<file path="config.mk">
export PLATFORM = sky130hd
export DESIGN_NAME = mrs_slave
export DESIGN_NICKNAME = d
export VERILOG_FILES = /design/src/common/mrs_pkg.sv /design/src/logic/mrs_fifo.sv /design/src/logic/mrs_slave.sv /design/src/logic/mrs_uart_rx.sv
export SDC_FILE = /design/constraint.sdc
export NUM_CORES = 2
export LEC_CHECK = 0
export BUFFER_PORTS_ARGS = -buffer_cell sky130_fd_sc_hd__buf_2
export CORE_UTILIZATION = 60
export DETAILED_ROUTE_END_ITERATION = 10
export PLACE_DENSITY = 0.77
export SKIP_LAST_GASP = 1
export SYNTH_ARGS = -nofsm -noshare
export SYNTH_HDL_FRONTEND = slang
export SYNTH_HIERARCHICAL = 1
export SYNTH_SLANG_ARGS = --single-unit
</file>
<file path="constraint.sdc">
create_clock -name ref_clk_in -period 4.95 [get_ports ref_clk_in]
set_input_delay 0.2475 -clock ref_clk_in [delete_from_list [all_inputs] [get_ports ref_clk_in]]
set_output_delay 0.2475 -clock ref_clk_in [all_outputs]
set_load 0.03 [all_outputs]
</file>
<file path="src/common/mrs_pkg.sv">
// Constants, register map and shared helpers for the serial motion slave
package mrs_pkg;
  localparam int unsigned CLK_HZ        = 10_000_000;
  localparam int unsigned BAUD          = 115_200;
  localparam int unsigned BIT_CYC       = (CLK_HZ + BAUD / 2) / BAUD;
  localparam int unsigned HALF_CYC      = BIT_CYC / 2;
  localparam int unsigned SILENT_US     = 2_500;
  localparam int unsigned SILENT_CYC    = SILENT_US * (CLK_HZ / 1_000_000);
  localparam int unsigned WAIT_UNIT_US  = 100;
  localparam int unsigned WAIT_UNIT_CYC = WAIT_UNIT_US * (CLK_HZ / 1_000_000);
  localparam int unsigned FIFO_DEPTH    = 4;
  localparam int unsigned FRAME_MAX     = 16;
  localparam int unsigned RESP_MAX      = 16;
  localparam int unsigned MAX_QTY       = 3;
  localparam int unsigned REG_NUM       = 6;

  localparam logic [1:0]  PAR_NONE      = 2'h0;
  localparam logic [1:0]  PAR_EVEN      = 2'h1;
  localparam logic [1:0]  PAR_ODD       = 2'h2;
  localparam logic [15:0] PARITY_RESET  = 16'h0001;
  localparam logic [15:0] STOP_RESET    = 16'h0000;
  localparam logic [15:0] WAIT_RESET    = 16'h0064;
  localparam logic [15:0] HOLD_RESET    = 16'h0000;
  localparam logic [15:0] CRC_INIT      = 16'hFFFF;
  localparam logic [15:0] CRC_POLY      = 16'hA001;
  localparam logic [15:0] KIND_INCR     = 16'h0000;

  localparam logic [7:0]  FC_READ       = 8'h03;
  localparam logic [7:0]  FC_WRITE_ONE  = 8'h06;
  localparam logic [7:0]  FC_DIAG       = 8'h08;
  localparam logic [7:0]  FC_WRITE_MANY = 8'h10;
  localparam logic [7:0]  FC_EXC_FLAG   = 8'h80;
  localparam logic [7:0]  EXC_FUNC      = 8'h01;
  localparam logic [7:0]  EXC_ADDR      = 8'h02;
  localparam logic [7:0]  EXC_VALUE     = 8'h03;
  localparam logic [7:0]  BCAST_ADDR    = 8'h00;

  localparam logic [15:0] ADDR_POSITION = 16'h0401;
  localparam logic [15:0] ADDR_KIND     = 16'h0501;
  localparam logic [15:0] ADDR_ACCEL    = 16'h0601;
  localparam logic [15:0] ADDR_PARITY   = 16'h1000;
  localparam logic [15:0] ADDR_STOP     = 16'h1001;
  localparam logic [15:0] ADDR_WAIT     = 16'h1002;
  localparam logic [15:0] ADDR_STATUS   = 16'h1003;

  localparam logic [2:0]  IDX_POSITION  = 3'h0;
  localparam logic [2:0]  IDX_KIND      = 3'h1;
  localparam logic [2:0]  IDX_ACCEL     = 3'h2;
  localparam logic [2:0]  IDX_PARITY    = 3'h3;
  localparam logic [2:0]  IDX_STOP      = 3'h4;
  localparam logic [2:0]  IDX_WAIT      = 3'h5;
  localparam logic [2:0]  IDX_STATUS    = 3'h6;
  localparam logic [2:0]  IDX_NONE      = 3'h7;

  function automatic logic [2:0] reg_idx(input logic [15:0] a);
    case (a)
      ADDR_POSITION: reg_idx = IDX_POSITION;
      ADDR_KIND:     reg_idx = IDX_KIND;
      ADDR_ACCEL:    reg_idx = IDX_ACCEL;
      ADDR_PARITY:   reg_idx = IDX_PARITY;
      ADDR_STOP:     reg_idx = IDX_STOP;
      ADDR_WAIT:     reg_idx = IDX_WAIT;
      ADDR_STATUS:   reg_idx = IDX_STATUS;
      default:       reg_idx = IDX_NONE;
    endcase
  endfunction

  // Reflected CRC-16 over one byte, shared by receive check and reply build
  function automatic logic [15:0] crc_byte(input logic [15:0] c, input logic [7:0] b);
    logic [15:0] r;
    r = c ^ {8'h00, b};
    for (int k = 0; k < 8; k++) begin
      r = r[0] ? ((r >> 1) ^ CRC_POLY) : (r >> 1);
    end
    crc_byte = r;
  endfunction
endpackage

</file>
<file path="src/logic/mrs_fifo.sv">
// Small valid/ready FIFO between the receiver and the frame parser
`timescale 1ns/1ps
`default_nettype none
module mrs_fifo #(
  parameter int unsigned W = 9,
  parameter int unsigned D = 4
) (
  input  wire logic         clk_in,
  input  wire logic         arst_n_in,
  input  wire logic         in_valid_in,
  output logic              in_ready_out,
  input  wire logic [W-1:0] in_data_in,
  output logic              out_valid_out,
  input  wire logic         out_ready_in,
  output logic [W-1:0]      out_data_out
);
  localparam int unsigned AW = $clog2(D);
  logic [W-1:0] mem_q [D];
  logic [AW-1:0] wp_q, wp_d, rp_q, rp_d;
  logic [AW:0]   cnt_q, cnt_d;
  logic          push, pop;

  assign in_ready_out  = (cnt_q != (AW + 1)'(D));
  assign out_valid_out = (cnt_q != '0);
  assign out_data_out  = mem_q[rp_q];

  always_comb begin
    push = in_valid_in && in_ready_out;
    pop  = out_valid_out && out_ready_in;
    wp_d = push ? ((wp_q == AW'(D - 1)) ? '0 : wp_q + 1'b1) : wp_q;
    rp_d = pop ? ((rp_q == AW'(D - 1)) ? '0 : rp_q + 1'b1) : rp_q;
    cnt_d = cnt_q + (AW + 1)'(push) - (AW + 1)'(pop);
  end

  always_ff @(posedge clk_in or negedge arst_n_in) begin
    if (!arst_n_in) begin
      wp_q  <= '0;
      rp_q  <= '0;
      cnt_q <= '0;
    end else begin
      wp_q  <= wp_d;
      rp_q  <= rp_d;
      cnt_q <= cnt_d;
    end
  end

  always_ff @(posedge clk_in) begin
    if (push) begin
      mem_q[wp_q] <= in_data_in;
    end
  end
endmodule
`default_nettype wire

</file>
<file path="src/logic/mrs_slave.sv">
// Serial motion slave: frame timing, request decode, holding registers, reply
//
// Operation
// - Acts as Modbus RTU slave over RS-485
// - 2.5 ms idle gap ends a frame
// - Switches and serial settings latched at power-up
// - Parity setting defaults to 1, even
// - Stop-bit setting defaults to 0, one bit
// - Reply waits 0.1 ms units, default 100
// - 06h query: address, function, register, value
// - CRC-16 ends every frame, low byte first
// - Entry-0 motion kind at 0501h, 0000h incremental
// - Function codes 03h, 06h, 08h, 10h supported
// - Address 0 is broadcast only
// - Half duplex, 8 data bits plus parity, stop
`timescale 1ns/1ps
`default_nettype none
module mrs_slave #(
  parameter int unsigned SILENT_CYC    = mrs_pkg::SILENT_CYC,
  parameter int unsigned WAIT_UNIT_CYC = mrs_pkg::WAIT_UNIT_CYC
) (
  input  wire logic       ref_clk_in,
  input  wire logic       arst_n_in,
  input  wire logic       rx_in,
  input  wire logic       protocol_select_switch_in,
  input  wire logic       address_upper_switch_in,
  input  wire logic [3:0] address_rotary_switch_in,
  output logic            tx_out,
  output logic            tx_oe_out,
  output logic [15:0]     target_position_out,
  output logic [15:0]     motion_kind_out,
  output logic [15:0]     accel_rate_out,
  output logic            incremental_mode_out
);
  localparam logic [15:0] IDLE_LAST = 16'(SILENT_CYC - 1);
  typedef enum logic [2:0] {ST_BOOT, ST_RECV, ST_EXEC, ST_WAIT, ST_SEND} mrs_state_t;

  mrs_state_t  st_q, st_d;
  logic [7:0]  frm_q [mrs_pkg::FRAME_MAX];
  logic [7:0]  frm_d [mrs_pkg::FRAME_MAX];
  logic [7:0]  resp_q [mrs_pkg::RESP_MAX];
  logic [7:0]  resp_d [mrs_pkg::RESP_MAX];
  logic [15:0] hold_q [mrs_pkg::REG_NUM];
  logic [15:0] hold_d [mrs_pkg::REG_NUM];
  logic [4:0]  len_q, len_d;
  logic [15:0] crc_q, crc_d, tcrc_q, tcrc_d, idle_q, idle_d, ucnt_q, ucnt_d;
  logic        bad_q, bad_d, tx_d, oe_d, incr_d;
  logic [13:0] units_q, units_d;
  logic [3:0]  rlen_q, rlen_d, tidx_q, tidx_d, bits_q, bits_d;
  logic [7:0]  bdiv_q, bdiv_d;
  logic [11:0] shift_q, shift_d;
  logic [1:0]  boot_q, boot_d, par_q, par_d;
  logic        stop2_q, stop2_d, proto_q, proto_d;
  logic [4:0]  addr_q, addr_d;
  logic [13:0] wait_q, wait_d;
  logic [5:0]  sw_s1_q, sw_s2_q;
  logic        rx_busy, rx_valid, rx_err, f_in_rdy, f_out_val, f_out_rdy, ovr_w;
  logic [7:0]  rx_data;
  logic [8:0]  f_out_data;
  logic [15:0] ra, qn, status_w;
  logic [2:0]  ix;
  logic [7:0]  exc, b;
  logic        okf, qok, load_w;

  mrs_uart_rx u_rx (
    .clk_in    (ref_clk_in),
    .arst_n_in (arst_n_in),
    .rx_in     (rx_in),
    .parity_in (par_q),
    .busy_out  (rx_busy),
    .valid_out (rx_valid),
    .data_out  (rx_data),
    .err_out   (rx_err)
  );

  mrs_fifo #(.W(9), .D(mrs_pkg::FIFO_DEPTH)) u_fifo (
    .clk_in        (ref_clk_in),
    .arst_n_in     (arst_n_in),
    .in_valid_in   (rx_valid),
    .in_ready_out  (f_in_rdy),
    .in_data_in    ({rx_err, rx_data}),
    .out_valid_out (f_out_val),
    .out_ready_in  (f_out_rdy),
    .out_data_out  (f_out_data)
  );

  // Parser only drains while collecting; bytes that land during a reply pile up
  assign f_out_rdy = (st_q == ST_RECV);
  assign ovr_w     = rx_valid && !f_in_rdy;
  assign status_w  = {5'h00, proto_q, stop2_q, par_q, 2'h0, addr_q};
  assign target_position_out = hold_q[mrs_pkg::IDX_POSITION];
  assign motion_kind_out     = hold_q[mrs_pkg::IDX_KIND];
  assign accel_rate_out      = hold_q[mrs_pkg::IDX_ACCEL];

  always_comb begin
    st_d = st_q; frm_d = frm_q; resp_d = resp_q; hold_d = hold_q;
    len_d = len_q; crc_d = crc_q; bad_d = bad_q | ovr_w;
    tcrc_d = tcrc_q; ucnt_d = ucnt_q; units_d = units_q; rlen_d = rlen_q;
    tidx_d = tidx_q; bits_d = bits_q; bdiv_d = bdiv_q; shift_d = shift_q;
    boot_d = boot_q; par_d = par_q; stop2_d = stop2_q; proto_d = proto_q;
    addr_d = addr_q; wait_d = wait_q;
    ra = {frm_q[2], frm_q[3]};
    qn = {frm_q[4], frm_q[5]};
    qok = (qn != 16'h0000) && (qn <= 16'(mrs_pkg::MAX_QTY));
    okf = 1'b0; exc = 8'h00; ix = mrs_pkg::IDX_NONE; b = 8'h00; load_w = 1'b0;
    idle_d = (rx_busy || f_out_val) ? 16'h0000 : ((idle_q == IDLE_LAST) ? idle_q : idle_q + 16'h0001);
    case (st_q)
      ST_BOOT: begin
        boot_d = boot_q + 2'h1;
        if (boot_q == 2'h3) begin
          // Settings never follow later changes of the switches or registers
          proto_d = sw_s2_q[5];
          addr_d  = sw_s2_q[4:0];
          par_d   = hold_q[mrs_pkg::IDX_PARITY][1:0];
          stop2_d = hold_q[mrs_pkg::IDX_STOP][0];
          wait_d  = hold_q[mrs_pkg::IDX_WAIT][13:0];
          st_d    = ST_RECV;
        end
      end
      ST_RECV: begin
        if (f_out_val) begin
          if (len_q < 5'(mrs_pkg::FRAME_MAX)) begin
            frm_d[len_q[3:0]] = f_out_data[7:0];
            len_d = len_q + 5'h01;
          end else begin
            bad_d = 1'b1;
          end
          bad_d = bad_d | f_out_data[8];
          crc_d = mrs_pkg::crc_byte(crc_q, f_out_data[7:0]);
        end else if (idle_q == IDLE_LAST && len_q != 5'h00) begin
          st_d = ST_EXEC;
        end
      end
      ST_EXEC: begin
        // Residue of zero means the trailing low-then-high CRC matched
        okf = proto_q && !bad_q && len_q >= 5'h04 && crc_q == 16'h0000 &&
              ((frm_q[0] == {3'h0, addr_q} && addr_q != 5'h00) || frm_q[0] == mrs_pkg::BCAST_ADDR);
        for (int i = 0; i < 6; i++) begin
          resp_d[i] = frm_q[i];
        end
        rlen_d = 4'h6;
        case (frm_q[1])
          mrs_pkg::FC_WRITE_ONE: begin
            ix = mrs_pkg::reg_idx(ra);
            if (len_q != 5'h08) exc = mrs_pkg::EXC_VALUE;
            else if (ix >= mrs_pkg::IDX_STATUS) exc = mrs_pkg::EXC_ADDR;
            else if (okf) hold_d[ix] = qn;
          end
          mrs_pkg::FC_DIAG: begin
            if (len_q != 5'h08) exc = mrs_pkg::EXC_VALUE;
          end
          mrs_pkg::FC_READ: begin
            if (len_q != 5'h08 || !qok) exc = mrs_pkg::EXC_VALUE;
            resp_d[2] = {5'h00, qn[1:0], 1'b0};
            rlen_d = 4'h3 + {1'b0, qn[1:0], 1'b0};
            for (int i = 0; i < mrs_pkg::MAX_QTY; i++) begin
              if (i < qn) begin
                ix = mrs_pkg::reg_idx(ra + 16'(i));
                if (ix == mrs_pkg::IDX_NONE) exc = (exc == 8'h00) ? mrs_pkg::EXC_ADDR : exc;
                else if (ix == mrs_pkg::IDX_STATUS) {resp_d[3 + 2 * i], resp_d[4 + 2 * i]} = status_w;
                else {resp_d[3 + 2 * i], resp_d[4 + 2 * i]} = hold_q[ix];
              end
            end
          end
          mrs_pkg::FC_WRITE_MANY: begin
            if (!qok || len_q != 5'h09 + {2'h0, qn[1:0], 1'b0} || frm_q[6] != {5'h00, qn[1:0], 1'b0})
              exc = mrs_pkg::EXC_VALUE;
            for (int i = 0; i < mrs_pkg::MAX_QTY; i++) begin
              if (i < qn && mrs_pkg::reg_idx(ra + 16'(i)) >= mrs_pkg::IDX_STATUS)
                exc = (exc == 8'h00) ? mrs_pkg::EXC_ADDR : exc;
            end
            // All words are checked first so a refused request writes nothing
            for (int i = 0; i < mrs_pkg::MAX_QTY; i++) begin
              if (okf && exc == 8'h00 && i < qn)
                hold_d[mrs_pkg::reg_idx(ra + 16'(i))] = {frm_q[7 + 2 * i], frm_q[8 + 2 * i]};
            end
          end
          default: exc = mrs_pkg::EXC_FUNC;
        endcase
        if (exc != 8'h00) begin
          resp_d[1] = frm_q[1] | mrs_pkg::FC_EXC_FLAG;
          resp_d[2] = exc;
          rlen_d = 4'h3;
        end
        st_d = (okf && frm_q[0] != mrs_pkg::BCAST_ADDR) ? ST_WAIT : ST_RECV;
        len_d = 5'h00;
        crc_d = mrs_pkg::CRC_INIT;
        bad_d = ovr_w;
        units_d = wait_q;
        ucnt_d = 16'h0000;
      end
      ST_WAIT: begin
        if (units_q == 14'h0000) begin
          st_d = ST_SEND;
          tidx_d = 4'h0;
          bits_d = 4'h0;
          tcrc_d = mrs_pkg::CRC_INIT;
        end else if (ucnt_q == 16'(WAIT_UNIT_CYC - 1)) begin
          ucnt_d = 16'h0000;
          units_d = units_q - 14'h0001;
        end else begin
          ucnt_d = ucnt_q + 16'h0001;
        end
      end
      ST_SEND: begin
        if (bits_q == 4'h0) begin
          if (tidx_q == rlen_q + 4'h2) begin
            st_d = ST_RECV;
          end else begin
            // Data bytes first, then CRC low, then CRC high
            b = (tidx_q < rlen_q) ? resp_q[tidx_q] : ((tidx_q == rlen_q) ? tcrc_q[7:0] : tcrc_q[15:8]);
            if (tidx_q < rlen_q) tcrc_d = mrs_pkg::crc_byte(tcrc_q, b);
            load_w = 1'b1;
            tidx_d = tidx_q + 4'h1;
            bdiv_d = 8'h00;
            if (par_q == mrs_pkg::PAR_NONE) shift_d = {3'h7, b, 1'b0};
            else shift_d = {2'h3, (^b) ^ (par_q == mrs_pkg::PAR_ODD), b, 1'b0};
            bits_d = 4'hA + {3'h0, par_q != mrs_pkg::PAR_NONE} + {3'h0, stop2_q};
          end
        end else if (bdiv_q == 8'(mrs_pkg::BIT_CYC - 1)) begin
          bdiv_d = 8'h00;
          shift_d = {1'b1, shift_q[11:1]};
          bits_d = bits_q - 4'h1;
        end else begin
          bdiv_d = bdiv_q + 8'h01;
        end
      end
      default: st_d = ST_BOOT;
    endcase
    tx_d = (bits_q != 4'h0) ? shift_q[0] : 1'b1;
    oe_d = (st_q == ST_SEND);
    incr_d = (hold_d[mrs_pkg::IDX_KIND] == mrs_pkg::KIND_INCR);
  end

  always_ff @(posedge ref_clk_in or negedge arst_n_in) begin
    if (!arst_n_in) begin
      st_q <= ST_BOOT;
      for (int i = 0; i < mrs_pkg::FRAME_MAX; i++) frm_q[i] <= 8'h00;
      for (int i = 0; i < mrs_pkg::RESP_MAX; i++) resp_q[i] <= 8'h00;
      for (int i = 0; i < mrs_pkg::REG_NUM; i++) hold_q[i] <= mrs_pkg::HOLD_RESET;
      hold_q[mrs_pkg::IDX_PARITY] <= mrs_pkg::PARITY_RESET;
      hold_q[mrs_pkg::IDX_STOP] <= mrs_pkg::STOP_RESET;
      hold_q[mrs_pkg::IDX_WAIT] <= mrs_pkg::WAIT_RESET;
      len_q <= 5'h00; crc_q <= mrs_pkg::CRC_INIT; bad_q <= 1'b0; idle_q <= 16'h0000;
      tcrc_q <= mrs_pkg::CRC_INIT; ucnt_q <= 16'h0000; units_q <= 14'h0000;
      rlen_q <= 4'h0; tidx_q <= 4'h0; bits_q <= 4'h0; bdiv_q <= 8'h00; shift_q <= 12'hFFF;
      boot_q <= 2'h0; par_q <= mrs_pkg::PAR_EVEN; stop2_q <= 1'b0; proto_q <= 1'b0;
      addr_q <= 5'h00; wait_q <= mrs_pkg::WAIT_RESET[13:0];
      sw_s1_q <= 6'h00; sw_s2_q <= 6'h00;
      tx_out <= 1'b1; tx_oe_out <= 1'b0; incremental_mode_out <= 1'b1;
    end else begin
      st_q <= st_d; frm_q <= frm_d; resp_q <= resp_d; hold_q <= hold_d;
      len_q <= len_d; crc_q <= crc_d; bad_q <= bad_d; idle_q <= idle_d;
      tcrc_q <= tcrc_d; ucnt_q <= ucnt_d; units_q <= units_d;
      rlen_q <= rlen_d; tidx_q <= tidx_d; bits_q <= bits_d; bdiv_q <= bdiv_d; shift_q <= shift_d;
      boot_q <= boot_d; par_q <= par_d; stop2_q <= stop2_d; proto_q <= proto_d;
      addr_q <= addr_d; wait_q <= wait_d;
      sw_s1_q <= {protocol_select_switch_in, address_upper_switch_in, address_rotary_switch_in};
      sw_s2_q <= sw_s1_q;
      tx_out <= tx_d; tx_oe_out <= oe_d; incremental_mode_out <= incr_d;
    end
  end

  // Helper: cycles spent in the reply wait
  logic [31:0] wcyc_q;
  always_ff @(posedge ref_clk_in or negedge arst_n_in) begin
    if (!arst_n_in) wcyc_q <= 32'h0000_0000;
    else wcyc_q <= (st_q == ST_WAIT) ? wcyc_q + 32'h0000_0001 : 32'h0000_0000;
  end

  property p_line_idle;
    @(posedge ref_clk_in) disable iff (!arst_n_in) !tx_oe_out |-> tx_out;
  endproperty
  a_line_idle: assert property (p_line_idle) else $error("line not at mark while released");
  property p_silent;
    @(posedge ref_clk_in) disable iff (!arst_n_in)
      st_q == ST_EXEC |-> $past(st_q) == ST_RECV && $past(idle_q) == IDLE_LAST;
  endproperty
  a_silent: assert property (p_silent) else $error("frame closed before silent gap");
  property p_drop_bad;
    @(posedge ref_clk_in) disable iff (!arst_n_in) st_q == ST_EXEC && crc_q != 16'h0000 |=> st_q == ST_RECV;
  endproperty
  a_drop_bad: assert property (p_drop_bad) else $error("bad CRC frame answered");
  property p_bcast;
    @(posedge ref_clk_in) disable iff (!arst_n_in)
      st_q == ST_EXEC && frm_q[0] == mrs_pkg::BCAST_ADDR |=> st_q == ST_RECV ##1 !tx_oe_out;
  endproperty
  a_bcast: assert property (p_bcast) else $error("broadcast answered");
  property p_latched;
    @(posedge ref_clk_in) disable iff (!arst_n_in)
      st_q != ST_BOOT && $past(st_q) != ST_BOOT |-> $stable(addr_q) && $stable(par_q) && $stable(wait_q);
  endproperty
  a_latched: assert property (p_latched) else $error("setting changed after power-up");
  property p_even;
    @(posedge ref_clk_in) disable iff (!arst_n_in) load_w && par_q == mrs_pkg::PAR_EVEN |=> ^shift_q[9:1] == 1'b0;
  endproperty
  a_even: assert property (p_even) else $error("even parity bit wrong");
  property p_one_stop;
    @(posedge ref_clk_in) disable iff (!arst_n_in)
      load_w && !stop2_q && par_q != mrs_pkg::PAR_NONE |=> bits_q == 4'hB && shift_q[11:10] == 2'h3;
  endproperty
  a_one_stop: assert property (p_one_stop) else $error("character length wrong for one stop bit");
  property p_wait;
    @(posedge ref_clk_in) disable iff (!arst_n_in)
      st_q == ST_SEND && $past(st_q) == ST_WAIT |-> wcyc_q == {18'h00000, wait_q} * WAIT_UNIT_CYC + 32'h0000_0001;
  endproperty
  a_wait: assert property (p_wait) else $error("reply wait length wrong");
endmodule
`default_nettype wire

</file>
<file path="src/logic/mrs_uart_rx.sv">
// Asynchronous character receiver with parity and stop-bit check
`timescale 1ns/1ps
`default_nettype none
module mrs_uart_rx (
  input  wire logic       clk_in,
  input  wire logic       arst_n_in,
  input  wire logic       rx_in,
  input  wire logic [1:0] parity_in,
  output logic            busy_out,
  output logic            valid_out,
  output logic [7:0]      data_out,
  output logic            err_out
);
  logic       s1_q, s2_q, busy_d, val_d, err_d;
  logic [7:0] cnt_q, cnt_d, dat_d;
  logic [3:0] idx_q, idx_d, last;
  logic [9:0] sh_q, sh_d;
  logic       pe;

  always_comb begin
    pe     = (parity_in != mrs_pkg::PAR_NONE);
    last   = pe ? 4'hA : 4'h9;
    busy_d = busy_out;
    cnt_d  = cnt_q;
    idx_d  = idx_q;
    sh_d   = sh_q;
    val_d  = 1'b0;
    err_d  = err_out;
    dat_d  = data_out;
    if (!busy_out) begin
      if (!s2_q) begin
        busy_d = 1'b1;
        cnt_d  = 8'(mrs_pkg::HALF_CYC);
        idx_d  = 4'h0;
      end
    end else if (cnt_q != 8'h00) begin
      cnt_d = cnt_q - 8'h01;
    end else begin
      cnt_d = 8'(mrs_pkg::BIT_CYC - 1);
      if (idx_q == 4'h0) begin
        // A start bit that is gone at mid-bit was a glitch
        busy_d = !s2_q;
        idx_d  = 4'h1;
      end else begin
        sh_d  = {s2_q, sh_q[9:1]};
        idx_d = idx_q + 4'h1;
        if (idx_q == last) begin
          busy_d = 1'b0;
          val_d  = 1'b1;
          dat_d  = pe ? sh_d[7:0] : sh_d[8:1];
          err_d  = !sh_d[9] || (pe && ((^sh_d[8:0]) != (parity_in == mrs_pkg::PAR_ODD)));
        end
      end
    end
  end

  always_ff @(posedge clk_in or negedge arst_n_in) begin
    if (!arst_n_in) begin
      s1_q      <= 1'b1;
      s2_q      <= 1'b1;
      busy_out  <= 1'b0;
      cnt_q     <= 8'h00;
      idx_q     <= 4'h0;
      sh_q      <= 10'h000;
      valid_out <= 1'b0;
      data_out  <= 8'h00;
      err_out   <= 1'b0;
    end else begin
      s1_q      <= rx_in;
      s2_q      <= s1_q;
      busy_out  <= busy_d;
      cnt_q     <= cnt_d;
      idx_q     <= idx_d;
      sh_q      <= sh_d;
      valid_out <= val_d;
      data_out  <= dat_d;
      err_out   <= err_d;
    end
  end
endmodule
`default_nettype wire

</file>
==> results.json <==
{
  "grt_pass1_wl_um": 150000,
  "path_max_fanout": 15,
  "tns_ns": 0,
  "synth-edff-count": 36,
  "place_hpwl_um": 74500,
  "cts-buffers-inserted": 53,
  "die-width_um": 222,
  "seq_area_frac_synth_pct": 44.5,
  "via_per_inst": 6.93,
  "io_buffers": 59,
  "design.core.area_um2": 47600,
  "drc_errors": 0,
  "clockBufferDepth": 3,
  "rows": 80,
  "io_pins": 60,
  "placed_cell_area_um2": 29700,
  "grt_max_degree": 128,
  "grt_usage_pct": 41.1,
  "maxCapViolCount": 0,
  "ctsResizeCount": 0,
  "clk_pin_slew_ns": 0.07,
  "ant_nets": 0,
  "relSlewSlack_pct": 12.5,
  "power_density_nw_per_um2": 268,
  "gr-total-overflow": 0,
  "min_path_type": "in2async",
  "worstSetupPathType": "reg2reg",
  "fmax_mhz": 212,
  "async_flop_share_pct": 92.9,
  "critPathRequiredTime_ns": 5.43,
  "p_leak_nw": 13.9,
  "gp_congestion": 1.11,
  "htreeDepth": 2,
  "grt_pass1_vias": 22800,
  "skew_ns": 0.0255,
  "cp.arrival_ns": 5.19,
  "fin_area_um2": 31600,
  "area_delta_synth_final_pct": 8.88,
  "die_area_um2": 49200,
  "firstDrtPassIters": 8,
  "tightestPinTransition_ns": 1.31,
  "yosys_register_bits": 506,
  "finalSetupViolCount": 0,
  "hold_slack_ns": 0.263,
  "syn_area_um2": 29000,
  "synthCells": 2865,
  "cts_tree": "done",
  "cp-end-kind": "flip-flop",
  "synth.distinct_cells": 106,
  "drive_gt1_share_pct": 20.5,
  "finalPower_mw": 8.46,
  "syn-num-nets": 2909,
  "drt_iter0_markers": 3049,
  "die_h_um": 222,
  "nNetsFinal": 2882,
  "hold_violations": 0,
  "clk_latency_ns": 0.61,
  "min_period_ns": 4.71,
  "vdd_ir_drop_max_mv": 0.446,
  "avgRoutedWirePerCell_um": 29.1,
  "cts.sinks": 506,
  "synth-warning-count": 6,
  "grt_setup_unrepaired": "false",
  "antenna_found_initial": 3,
  "num_vias": 24200,
  "root_buffer": "clkbuf_16",
  "wirelength_um": 102000,
  "status": "completed",
  "start_kind": "flip-flop",
  "initial_core_util_pct": 60.8,
  "syn_avg_cell_area_um2": 10.1,
  "synth_ff_type": "dfrtp_1",
  "finalCritPeriodShare_pct": 95.2,
  "drv_slew": 0
}
==> per-layer routing <==
layer / GRT usage, % / vias to the layer above / share of wire [%]
li1: - / 10500 / -
met1: 57.8 / 12100 / 41
met2: 60.6 / 1453 / 43
met3: 9.65 / 250 / 11
met4: 18.7 / 0 / 4.9
met5: 0 / - / 0
==> per-stage QoR <==
step	utilization, %	instances	setup WS [ns]
2_1_floorplan	-	2865	1.20
3_3_place_gp	62.3	3390	0.478
3_5_place_dp	62.3	3390	0.532
4_1_cts	66.2	3497	0.519
5_1_grt	66.2	3497	0.0703
6_report	66.2	3499	0.236
==> placed cells by master, fill, tap and decap left out, types with 29 or more instances in the layout <==
cell,instances
a21o_1,41
a21oi_1,149
a221oi_1,36
a22o_1,60
buf_2,58
buf_4,91
clkbuf_16,53
dfrtp_1,416
dfstp_2,54
edfxtp_1,36
ha_1,34
inv_1,60
mux2_2,186
mux2i_1,143
nand2_1,294
nand3_1,50
nand4_1,32
nor2_1,208
nor3_1,59
nor4_1,47
o21ai_0,131
o22a_1,29
xnor2_1,65
xor2_1,49
==> sequential cells by signal, indices dropped and copies added (netlist names), 10 cells and up <==
name                 flops
resp_q                  72
u_fifo/mem_q            36
target_position_out     16
motion_kind_out         16
hold_q                  48
accel_rate_out          16
idle_q                  16
ucnt_q                  16
units_q                 14
shift_q                 10
frm_q                  104
wait_q                  14
tcrc_q                  16
crc_q                   16
==> Yosys cell counts, types with 9 or more instances <==
cell | count | area, um^2
mux2i_1 | 143 | 1430
nand3_1 | 50 | 250
edfxtp_1 | 36 | 1080
a211oi_1 | 24 | 180
ha_1 | 34 | 425
o21ai_0 | 131 | 656
nand2b_1 | 12 | 75.1
nand2_1 | 294 | 1100
a31oi_1 | 9 | 56.3
nor2_1 | 209 | 785
dfstp_2 | 54 | 1420
inv_1 | 60 | 225
a221oi_1 | 36 | 315
xnor2_1 | 65 | 569
dfrtp_1 | 416 | 10400
clkbuf_1 | 143 | 537
o22a_1 | 29 | 254
or3b_2 | 21 | 184
o21ai_1 | 25 | 125
nor2b_1 | 10 | 62.6
a22o_1 | 60 | 526
buf_1 | 12 | 45.0
o31ai_1 | 20 | 150
nor3_1 | 63 | 315
o22ai_1 | 16 | 100
or2_2 | 12 | 75.1
nor4_1 | 50 | 313
and2_1 | 9 | 56.3
or3_1 | 15 | 93.8
buf_2 | 32 | 160
and3_1 | 18 | 113
mux2_2 | 186 | 2090
xor2_1 | 49 | 429
a21oi_1 | 150 | 751
o21a_1 | 15 | 113
a21o_1 | 41 | 308
o221ai_1 | 16 | 140
nand4_1 | 32 | 200
a221o_1 | 25 | 250
mux4_2 | 25 | 563
a22oi_1 | 10 | 75.1
buf_4 | 52 | 390
a222oi_1 | 9 | 90.1
==> final cells by class <==
cell class	count	area, um^2
fillers	3580	16100
multi-input cells	2057	14800
flip-flops and latches	506	12900
clock buffers	76	1530
repair buffers	160	1110
well taps	615	769
clock inverters	23	255
inverters	60	225
diodes	2	5.00
==> report_power, final <==
group / internal (mW) / total (mW) / switching [mW]
sequential: 4.20 / 4.23 / 0.0312
combinational: 0.0417 / 0.151 / 0.109
clock: 2.37 / 4.08 / 1.71
total: 6.61 / 8.46 / 1.85
==> critical path, stage by stage (launching register included) <==
cell and delay (ns):
dfrtp_1 0.56, or4_1 0.58, nor3_1 0.16, buf_4 0.20, nand3_1 0.20, a21oi_2 0.21
buf_4 0.29, mux2i_1 0.25, mux2i_1 0.11, a222oi_1 1.08, o21bai_1 0.50, mux2_2 0.41
==> timing repair <==
item / 4_1_cts / 5_1_grt
endpoints found under the hold margin: 96 / 0
hold buffers: 8 / 0
setup buffers: 0 / 0
==> final timing paths <==
check,start,depth (start not counted),end,slack (ns)
max,frm_q[100],11,resp_q[101],0.24
min,arst_n_in,2,ucnt_q[5],0.26
max reg2reg,frm_q[100],11,resp_q[101],0.24
min reg2reg,sw_s1_q[0],0,sw_s2_q[0],0.35
max in group asynchronous,arst_n_in,3,resp_q[77],3.27
min in group ref_clk_in,rx_in,2,u_rx/s1_q,0.30
==> cell families (layout without fill, tap and decap cells) <==
logic type / count (synthesis) / count (layout) / synth area share, %
fa+ha+maj: 35 / 35 / 1.54
other cells: 0 / 2 / 0
flops: 506 / 506 / 44.5
compound gates: 678 / 678 / 16.2
simple gates: 871 / 871 / 15.1
mux: 356 / 356 / 14.2
buf+inv: 302 / 319 / 4.80
xor+xnor: 117 / 117 / 3.68
Power figures use the tool's default switching activity.
